==> src/hw/ccx_pkg.sv <==
// Package: shared types and constants for the call/clear/complement execution block
package ccx_pkg;

  // ----------------------------------------------------------------
  // Widths
  // ----------------------------------------------------------------
  localparam int PC_W   = 11;
  localparam int ADDR_W = 8;
  localparam int DATA_W = 8;
  localparam int BIT_W  = 3;

  // ----------------------------------------------------------------
  // Constants
  // ----------------------------------------------------------------
  localparam logic [PC_W-1:0]   PC_STEP      = 11'h001;
  localparam logic [DATA_W-1:0] BYTE_CLEARED = 8'h00;
  localparam logic [PC_W-1:0]   PC_RESET     = 11'h000;
  localparam logic [ADDR_W-1:0] ADDR_RESET   = 8'h00;

  // ----------------------------------------------------------------
  // Types
  // ----------------------------------------------------------------
  typedef enum logic [2:0] {
    CCX_OP_NOP,
    CCX_OP_CALL,
    CCX_OP_CLR_BYTE,
    CCX_OP_CLR_BIT,
    CCX_OP_WDT_CLEAR,
    CCX_OP_PRECLEAR_FIRST,
    CCX_OP_PRECLEAR_SECOND,
    CCX_OP_COMPLEMENT
  } ccx_op_e;

  typedef enum logic [1:0] {
    CCX_ARM_NONE,
    CCX_ARM_FIRST,
    CCX_ARM_SECOND
  } ccx_arm_e;

  typedef struct packed {
    ccx_op_e           op;
    logic [PC_W-1:0]   target;
    logic [ADDR_W-1:0] mem_addr;
    logic [BIT_W-1:0]  bit_sel;
  } ccx_req_s;

  typedef struct packed {
    logic [ADDR_W-1:0] addr;
    logic [DATA_W-1:0] data;
  } ccx_mem_wr_s;

endpackage

==> src/hw/ccx_exec.sv <==
// Execution unit for call, clear, watchdog-clear and complement instructions
//
// Operation
// - Call pushes program counter plus one.
// - Call then loads program counter with target.
// - Call takes two cycles, flags untouched.
// - Byte clear writes zero, flags untouched.
// - Bit clear zeroes only selected bit.
// - Watchdog clear resets counter, timeout, powerdown.
// - Pre-clear variants act only when alternated.
// - Repeated same pre-clear variant does nothing.
// - Complement inverts every bit of byte.
`timescale 1ns/100ps

module ccx_exec
  import ccx_pkg::*;
(
  input  wire logic              clk_sys_in,
  input  wire logic              reset_n_in,
  input  wire logic              req_valid_in,
  input  wire ccx_req_s          req_in,
  input  wire logic [PC_W-1:0]   pc_in,
  input  wire logic [DATA_W-1:0] mem_rdata_in,
  input  wire logic              timeout_set_in,
  input  wire logic              powerdown_set_in,
  output logic                   req_ready_out,
  output logic                   stack_push_out,
  output logic [PC_W-1:0]        stack_data_out,
  output logic                   pc_load_out,
  output logic [PC_W-1:0]        pc_value_out,
  output logic                   mem_we_out,
  output ccx_mem_wr_s            mem_wr_out,
  output logic                   watchdog_counter_clear_out,
  output logic                   timeout_flag_out,
  output logic                   powerdown_flag_out,
  output logic                   zero_flag_out
);

  // ----------------------------------------------------------------
  // Sequencer
  // ----------------------------------------------------------------
  typedef enum logic {CCX_ST_IDLE, CCX_ST_CALL2} ccx_state_e;

  ccx_state_e        state;
  ccx_state_e        next_state;
  logic [PC_W-1:0]   call_target;

  wire accept      = req_valid_in && req_ready_out;
  wire is_call     = accept && req_in.op == CCX_OP_CALL;
  wire is_clr_byte = accept && req_in.op == CCX_OP_CLR_BYTE;
  wire is_clr_bit  = accept && req_in.op == CCX_OP_CLR_BIT;
  wire is_wdt_clr  = accept && req_in.op == CCX_OP_WDT_CLEAR;
  wire is_pre1     = accept && req_in.op == CCX_OP_PRECLEAR_FIRST;
  wire is_pre2     = accept && req_in.op == CCX_OP_PRECLEAR_SECOND;
  wire is_compl    = accept && req_in.op == CCX_OP_COMPLEMENT;

  // Second cycle of a call blocks the pipeline for the extra operation
  assign req_ready_out = (state == CCX_ST_IDLE);
  assign next_state    = is_call ? CCX_ST_CALL2 : CCX_ST_IDLE;

  always_ff @(posedge clk_sys_in or negedge reset_n_in) begin
    if (!reset_n_in) begin
      state       <= CCX_ST_IDLE;
      call_target <= PC_RESET;
    end else begin
      state <= next_state;
      if (is_call) begin
        call_target <= req_in.target;
      end
    end
  end

  // ----------------------------------------------------------------
  // Stack push and program counter load
  // ----------------------------------------------------------------
  wire [PC_W-1:0] next_return = pc_in + PC_STEP;

  always_ff @(posedge clk_sys_in or negedge reset_n_in) begin
    if (!reset_n_in) begin
      stack_push_out <= 1'b0;
      stack_data_out <= PC_RESET;
      pc_load_out    <= 1'b0;
      pc_value_out   <= PC_RESET;
    end else begin
      stack_push_out <= is_call;
      if (is_call) begin
        stack_data_out <= next_return;
      end
      // Load lands after the push so the return address is saved first
      pc_load_out <= (state == CCX_ST_CALL2);
      if (state == CCX_ST_CALL2) begin
        pc_value_out <= call_target;
      end
    end
  end

  // ----------------------------------------------------------------
  // Data memory write-back
  // ----------------------------------------------------------------
  logic [DATA_W-1:0] bit_mask;
  logic [DATA_W-1:0] next_wdata;

  generate
    for (genvar b = 0; b < DATA_W; b++) begin : g_mask
      assign bit_mask[b] = (req_in.bit_sel != BIT_W'(b));
    end
  endgenerate

  wire [DATA_W-1:0] compl_result = ~mem_rdata_in;
  wire              mem_op       = is_clr_byte || is_clr_bit || is_compl;

  assign next_wdata = is_clr_byte ? BYTE_CLEARED :
                      is_clr_bit  ? (mem_rdata_in & bit_mask) :
                      compl_result;

  always_ff @(posedge clk_sys_in or negedge reset_n_in) begin
    if (!reset_n_in) begin
      mem_we_out      <= 1'b0;
      mem_wr_out.addr <= ADDR_RESET;
      mem_wr_out.data <= BYTE_CLEARED;
    end else begin
      mem_we_out <= mem_op;
      if (mem_op) begin
        mem_wr_out.addr <= req_in.mem_addr;
        mem_wr_out.data <= next_wdata;
      end
    end
  end

  // ----------------------------------------------------------------
  // Watchdog clear and status flags
  // ----------------------------------------------------------------
  logic     pre_clear;
  ccx_arm_e pre_armed;

  ccx_wdt_preclear u_preclear (
    .clk_sys_in (clk_sys_in),
    .reset_n_in (reset_n_in),
    .first_in   (is_pre1),
    .second_in  (is_pre2),
    .clear_out  (pre_clear),
    .armed_out  (pre_armed)
  );

  wire wdt_clr = is_wdt_clr || pre_clear;

  // A set arriving with the clear wins, so a fresh time-out is never lost
  wire next_timeout   = timeout_set_in   || (timeout_flag_out && !wdt_clr);
  wire next_powerdown = powerdown_set_in || (powerdown_flag_out && !wdt_clr);

  always_ff @(posedge clk_sys_in or negedge reset_n_in) begin
    if (!reset_n_in) begin
      watchdog_counter_clear_out <= 1'b0;
      timeout_flag_out           <= 1'b0;
      powerdown_flag_out         <= 1'b0;
      zero_flag_out              <= 1'b0;
    end else begin
      watchdog_counter_clear_out <= wdt_clr;
      timeout_flag_out           <= next_timeout;
      powerdown_flag_out         <= next_powerdown;
      // Only the complement touches the zero flag here
      if (is_compl) begin
        zero_flag_out <= (compl_result == BYTE_CLEARED);
      end
    end
  end
endmodule

==> src/hw/ccx_wdt_preclear.sv <==
// Tracker that lets the two pre-clear watchdog instructions act only in alternation
`timescale 1ns/100ps

module ccx_wdt_preclear
  import ccx_pkg::*;
(
  input  wire logic     clk_sys_in,
  input  wire logic     reset_n_in,
  input  wire logic     first_in,
  input  wire logic     second_in,
  output logic          clear_out,
  output ccx_arm_e      armed_out
);

  ccx_arm_e armed;
  ccx_arm_e next_armed;

  // A variant clears only when the other one is armed; repeats just re-arm
  assign clear_out = (first_in && armed == CCX_ARM_SECOND) ||
                     (second_in && armed == CCX_ARM_FIRST);

  // After a clear the pair starts over, so the next clear needs a fresh pair
  assign next_armed = clear_out ? CCX_ARM_NONE :
                      first_in  ? CCX_ARM_FIRST :
                      second_in ? CCX_ARM_SECOND : armed;

  always_ff @(posedge clk_sys_in or negedge reset_n_in) begin
    if (!reset_n_in) begin
      armed <= CCX_ARM_NONE;
    end else begin
      armed <= next_armed;
    end
  end

  assign armed_out = armed;

endmodule

==> config.mk <==
export PLATFORM = sky130hd
export DESIGN_NAME = ccx_exec
export DESIGN_NICKNAME = d
export VERILOG_FILES = /design/src/hw/ccx_pkg.sv /design/src/hw/ccx_exec.sv /design/src/hw/ccx_wdt_preclear.sv
export SDC_FILE = /design/constraint.sdc
export NUM_CORES = 1
export LEC_CHECK = 0
export BUFFER_PORTS_ARGS = -buffer_cell sky130_fd_sc_hd__buf_4
export CORE_ASPECT_RATIO = 0.9
export CORE_UTILIZATION = 45
export DETAILED_ROUTE_END_ITERATION = 10
export PLACE_DENSITY = 0.78
export RECOVER_POWER = 25
export SLEW_MARGIN = 20
export SYNTH_ARGS = -nofsm -noshare
export SYNTH_HDL_FRONTEND = slang
export SYNTH_SLANG_ARGS = --single-unit
==> constraint.sdc <==
create_clock -name clk_sys_in -period 1.7 [get_ports clk_sys_in]
set_input_delay 0.34 -clock clk_sys_in [delete_from_list [all_inputs] [get_ports clk_sys_in]]
set_output_delay 0.34 -clock clk_sys_in [all_outputs]
set_load 0.005 [all_outputs]
; ---- Word level (Yosys, flattened, before mapping)
; Index checks and enable logic that the tools add are counted.
[totals]
romBits = 0
elab_cells = 62
inputBits = 49
memories = 0
ff_bits = 59
latchBits = 0
out_inout_bits = 46
ramBits = 0
[classes]
n_div = 0
shift = 0
reduce_logical = 22
n_eq_ne = 16
bitwise_logic = 3
n_mux = 6
order_cmp = 0
addsub = 1
n_mul = 0
[op_table]
columns = cell, count
row1 = $mux W8, 2
row2 = $eq A3 B3 Y1 const B, 4
row3 = $logic_and A1 B1 Y1, 12
row4 = $ne A3 B3 Y1 const B, 4
row5 = $add A11 B1 Y11 const B, 1
row6 = $and A8 B8 Y8, 1
row7 = $logic_not A8 Y1, 1
row8 = $not A8 Y8, 1
row9 = $eq A3 B2 Y1 const B, 2
row10 = $logic_or A1 B1 Y1, 6
row11 = $mux W2, 3
row12 = $ne A3 B2 Y1 const B, 2
row13 = $reduce_bool A3 Y1, 2
row14 = $eq A3 B1 Y1 const B, 1
row15 = $ne A3 B1 Y1 const B, 1
row16 = $eq A2 B1 Y1 const B, 1
row17 = $eq A2 B2 Y1 const B, 1
row18 = $logic_not A1 Y1, 1
row19 = $mux W1, 1
row20 = $not A1 Y1, 1

; ---- Logic depth before layout (Yosys ltp)
; Gate-level depths: netlist of the first run.
[depth]
ltp_word = 9
mapped_depth = 6
ltp_nobuf = 5

; ---- Modules after synthesis
; From an unflattened synthesis of the first run, not the netlist that was laid out.
[unflattened]
cells_unflattened = 198
hier_area_um2 = 2518.7
[by_module_without_submodules]
columns = mod, area_per_inst_um2, seq_area_each_um2, cells_per_inst, instances
row1 = ccx_exec, 2416.1, 1401.3, 187, 1
row2 = ccx_wdt_preclear, 102.6, 50.0, 11, 1

; ---- Worst setup path before layout of the first run
; No wires, ideal clock.
[synth_timing]
kind = register -> register
from = register stack_push_out (netlist name)
to = register call_target[0]
setup_ns = 0.125
arrival_ns = 1.190
synth_period_minus_slack_ns = 1.315
path_stages_with_launch = 5
required_ns = 1.575
path_slack_ns = 0.385
n_path_buf = 1
cell_sequence = dfrtp_1 -> nor2b_4 -> nand3_2 -> buf_6 -> mux2_2
[synth_lines]
columns = item, line
row1 = to (signal assigned), ccx_exec.sv:68  ; call_target <= req_in.target;
row2 = to (decl), ccx_exec.sv:46  ; logic [PC_W-1:0] call_target;

==> results of run 1 <==
## layout by cell type (no fill, tap or decap), types with 2 or more instances in the layout
cell type	n
xor2_1	5
inv_1	6
xnor2_1	4
o21ai_0	21
bufinv_16	2
nand4_1	5
mux2i_1	7
nor2_1	4
nor3_1	3
a21o_1	2
dfrtp_1	58
mux2_2	31
nand3_1	2
clkbuf_8	11
buf_4	96
a22o_1	8
nand2b_1	3
and3_1	2
nand2_1	16
## cell type report
type                            count  area (um2)
Multi-Input combinational cell    126         978
Inverter                            7        26.3
Clock buffer                       12         155
Sequential cell                    58        1450
Clock inverter                      4        73.8
Fill cell                         421        1770
Timing Repair Buffer               98         746
Tap cell                           67        83.8
## synthesized netlist by cell type, drive strengths merged, types with 4 or more instances
library cell / instances
dfrtp: 58
mux2: 31
o21ai: 21
nand2: 16
a22o: 8
inv: 7
mux2i: 7
nand4: 5
xor2: 5
buf: 4
nor2: 4
xnor2: 4
## state kept, by name, indices dropped and copies added (netlist names)
signal and cells:
mem_wr_out 16, timeout_flag_out 1, mem_we_out 1, powerdown_flag_out 1
stack_push_out 1, pc_load_out 1, pc_value_out 11, call_target 11
u_preclear.armed_out 2, watchdog_counter_clear_out 1, zero_flag_out 1, stack_data_out 11
## stage by stage
step / utilization (%) / hold WS, ns
after CTS: 66.5 / 0.0859
after detailed placement: 62.2 / 0.445
final: 66.5 / 0.192
after global routing: 66.5 / 0.181
after floorplan: - / 0.0444
after global placement: 62.2 / 0.440
## path summary, 6_finish.rpt
check / endpoint / slack [ns]
setup / recovery: req_ready_out / 0.19
hold / removal: powerdown_flag_out / 0.19
setup reg to reg: powerdown_flag_out / 0.37
hold reg to reg: timeout_flag_out / 0.48
max in group asynchronous: u_preclear.armed_out[0] / 0.50
min in group asynchronous: mem_we_out / 0.34
## critical path: stages (launching register included)
cell	delay, ns
dfrtp_1	0.39
buf_4	0.25
inv_1	0.06
buf_4	0.13
## logic make-up (layout without fill, tap and decap cells)
family | after synthesis | count (layout) | synth area share, %
buffers and inverters | 14 | 121 | 2.80
AND/OR/NAND/NOR | 41 | 41 | 8.76
multiplexers | 38 | 38 | 16.8
AO/OA/AOI/OAI | 37 | 37 | 9.96
flip-flops | 58 | 58 | 58.1
XOR/XNOR | 9 | 9 | 3.15
adder cells (fa/ha/maj) | 1 | 1 | 0.500
## routing by layer
layer	track usage, %	part of all wire, %
met4	6.55	1.3
met1	24.0	41
met5	0	0
met3	10.0	12
met2	31.0	46
## where the power goes
part | switching, uW | internal (uW)
combinational | 303 | 550
clock | 529 | 906
sequential | 148 | 1660
total | 980 | 3120
==> impl_metrics.yaml, run 1 <==
status:
  status: "finished clean"
synth:
  synth_async_sr_flop_share_pct: 100
  yosysUniqueCellTypes: 33
  avgSynthCellArea_um2: 12.6
  synthTopCellsByArea: "dfrtp_1, mux2_2, o21ai_0"
  syn_area_um2: 2500
  synth_cells: 198
  yosys_warnings: 0
  synth_ff_type: "dfrtp_1"
  ys_ff_latch: 58
  synth_top_cell_by_area: "dfrtp_1"
  syn-num-nets: 248
  synth-edff-count: 0
  ys_seq_area_share_pct: 58.1
  synth_top_area_share_pct: 58.1
die:
  die_x_um: 80.6
  ios: 95
  die-area_um2: 5860
  rows: 25
  initial_core_util_pct: 47.3
  die_height_um: 72.7
  core_um2: 5290
placed_design:
  hpwlAfterDp_mm: 3.84
  dpl_worst_slack_ns: 0.278
  dp.cells: 356
  gp_congestion: 0.869
  portBuffers: 94
  placedInstanceArea_um2: 3290
global_route:
  grt_pass1_wl_mm: 8.50
  grt_overflow_total: 0
  grt_max_degree: 59
  grt_usage_pct: 19.9
  antenna_found_initial: 0
  grt_pass1_vias: 1849
layout:
  fin_cells: 372
  fin_area_um2: 3510
  diodes: 0
  area_delta_synth_final_pct: 40.6
  drive_gt1_share_pct: 48.5
  fin_nets: 350
detailed_routing:
  routed_via_density: 5.17
  drtIter0Drc: 51
  drc: 0
  routed_wl_mm: 5.34
  dr.pass1.iters: 4
  wire_per_inst_um: 14.3
  drtAntennaViolNets: 0
  num_vias: 1923
timing:
  fin_ws_ns: 0.193
  skew_ns: 0.00779
  fmaxAchievable_ghz: 0.664
  hold_viol: 0
  worst_slew_pin_slew_ns: 1.41
  tns_ns: 0
  slew_viol_final: 0
  slew_headroom_pct: 5.74
  finalCritPeriodShare_pct: 88.6
  report.final.setup_viol: 0
  rsz0062_at_grt: "false"
  period_minus_slack_ns: 1.51
clocking:
  ctsHtreeMaxLevel: 3
  clk_latency_ns: 0.33
  cts_setup_buffers: 0
  cts-root-buf: "clkbuf_8"
  cts_buffers: 9
  clkSinkCount: 58
  hold_buffers: 0
  clk_pin_slew_worst_paths_ns: 0.07
  clockBufferDepth: 2
  cts_tree: "built"
  cts_resized: 0
setup_path:
  timing.rr.start: "stack_push_out"
  startpoint: "stack_push_out"
  cp_data_required_time_ns: 1.36
  critPathLaunchType: "register"
  end_kind: "primary output"
  reg2regPathDepth: 4
  path_max_fanout: 16
  setup.worst_path.class: "register to primary output"
  crit_arrival_ns: 1.17
hold_path:
  min_from: "powerdown_set_in"
  hp-class: "input port to register"
  hold_depth: 2
run:
  cap_violations: 0
pwr:
  p_per_area_nw_per_um2: 1170
  total_power_uw: 4100
  ir_drop_mv: 0.589
  p_leak_uw: 0.00172
No activity file was read; power rests on OpenSTA's default activity.
==> inputs of run 2 (changes only) <==
- CORE_ASPECT_RATIO: 0.9 -> unset
- CORE_UTILIZATION: 45 -> 40
- GPL_TIMING_DRIVEN: unset -> 0
- PLACE_DENSITY: 0.78 -> 0.71
==> impl_metrics.yaml, run 2 (same netlist as run 1, synthesis figures left out) <==
status:
  status: "finished clean"
hold_path:
  min_to: "powerdown_flag_out"
  hold_depth: 2
  hp-class: "input port to register"
  min_from: "powerdown_set_in"
placed_design:
  hpwlAfterDp_mm: 3.95
  dpl_worst_slack_ns: 0.129
  placedInstanceArea_um2: 3290
  portBuffers: 93
  gp_congestion: 0.762
clocking:
  cts_buffers: 9
  hold_buffers: 0
  clockBufferDepth: 2
  ctsHtreeMaxLevel: 3
  clk_pin_slew_worst_paths_ns: 0.06
  cts_tree: "built"
  cts_setup_buffers: 0
  clk_latency_ns: 0.33
  cts-root-buf: "clkbuf_8"
  clkSinkCount: 58
layout:
  fillCellCount: 554
  largest_register_ffs: 16
  final_common_cell: "buf_4"
  fin_area_um2: 3480
  diodes: 0
  fin_nets: 352
  area_delta_synth_final_pct: 39.0
  drive_gt1_share_pct: 48.4
  utilization_pct: 58.0
  largest-register: "mem_wr_out"
  layout_common_cells: "buf_4, dfrtp_1, mux2_2"
pwr:
  p_leak_uw: 0.00169
  p_per_area_nw_per_um2: 1110
  total_power_uw: 3840
  ir_drop_mv: 0.584
timing:
  period_minus_slack_ns: 1.52
  skew_ns: 0.00506
  tns_ns: 0
  fmaxAchievable_ghz: 0.659
  slew_viol_final: 0
  finalCritPeriodShare_pct: 89.3
  report.final.setup_viol: 0
  fin_ws_ns: 0.182
  hold_viol: 0
  worst_slew_pin_slew_ns: 1.43
  slew_headroom_pct: 4.71
  rsz0062_at_grt: "false"
setup_path:
  cp.depth: 3
  end_kind: "primary output"
  timing.rr.end: "stack_data_out[6]"
  reg2regPathDepth: 5
  r2r_setup_slack_ns: 0.26
  cp_cell_sequence: "buf_4 -> inv_1 -> buf_4"
  timing.rr.start: "stack_push_out"
  critPathBufInv: 3
  setup.worst_path.class: "register to primary output"
  cp_top_family: "flip-flops"
  cp_data_required_time_ns: 1.36
  critical-path-top-cell-by-count: "buf_4"
  cp_slowest_cell: "dfrtp_2"
  crit_arrival_ns: 1.18
  path_max_fanout: 10
  critPathMaxStageDelay_ns: 0.45
  critPathLaunchType: "register"
detailed_routing:
  num_vias: 1928
  routed_wl_mm: 5.50
  drtIter0Drc: 84
  dr.pass1.iters: 4
  drtAntennaViolNets: 0
  wire_per_inst_um: 14.4
  drc: 0
  routed_via_density: 5.06
die:
  die_x_um: 81.1
  rows: 28
  die_height_um: 81.1
  die-area_um2: 6570
  ios: 95
  initial_core_util_pct: 41.7
  core_um2: 5990
global_route:
  antenna_found_initial: 0
  grt_pass1_vias: 1904
  grt_overflow_total: 0
  grt_max_degree: 59
  grt_usage_pct: 18.2
  grt_pass1_wl_mm: 8.91
run:
  cap_violations: 0
## run 2: cell types whose count changed in the layout (fill, tap and decap cells not counted), moves of 2 or more
cell and change:
buf_4 -3, buf_6 +2, clkbuf_1 +2, clkbuf_8 -2, clkinv_2 +3
## run 2: layer usage
layer,global-route usage (%),wire length (um),share of wire (%)
met3,6.07,509,9.3
met1,22.1,2330,42
met2,29.1,2580,47
met5,0,0,0
met4,8.39,82,1.5
## run 2: area by class of cell
class                      instances  area [um2]  share of cell area [%]
buffer                             7        46.3                    1.33
inverter                           7        26.3                   0.756
multi-input combinational        126         978                    28.1
clock buffer                       9         124                    3.56
tap                               75        93.8                    2.70
sequential                        58        1450                    41.8
timing repair buffer              93         696                    20.0
clock inverter                     6        58.8                    1.69
## run 2: stage by stage
step | hold slack, ns | cells
floorplan | 0.0444 | 198
global placement | 0.449 | 366
detailed placement | 0.458 | 366
CTS | 0.0981 | 381
global route | 0.195 | 381
finish | 0.195 | 381
## run 2: power by group
part           internal [uW]  total [uW]  switching [uW]
combinational            547         846             299
sequential              1660        1810             148
clock                    660        1190             528
## run 2: worst max path at each step
stage	start	to	slack (ns)
after CTS	stack_push_out	req_ready_out	0.06
final	stack_push_out	req_ready_out	0.18
after floorplan	stack_push_out	call_target[0]	0.39
after global routing	reset_n_in	stack_push_out	0.08
after detailed placement	req_in[24]	mem_wr_out[14]	0.13
after global placement	req_in[24]	mem_wr_out[14]	0.14
## run 2: what timing repair did
action | 4_1_cts | 5_1_grt
cloned | 0 | 0
endpoints found under the setup margin | 1 | 1
resized for setup | 1 | 1
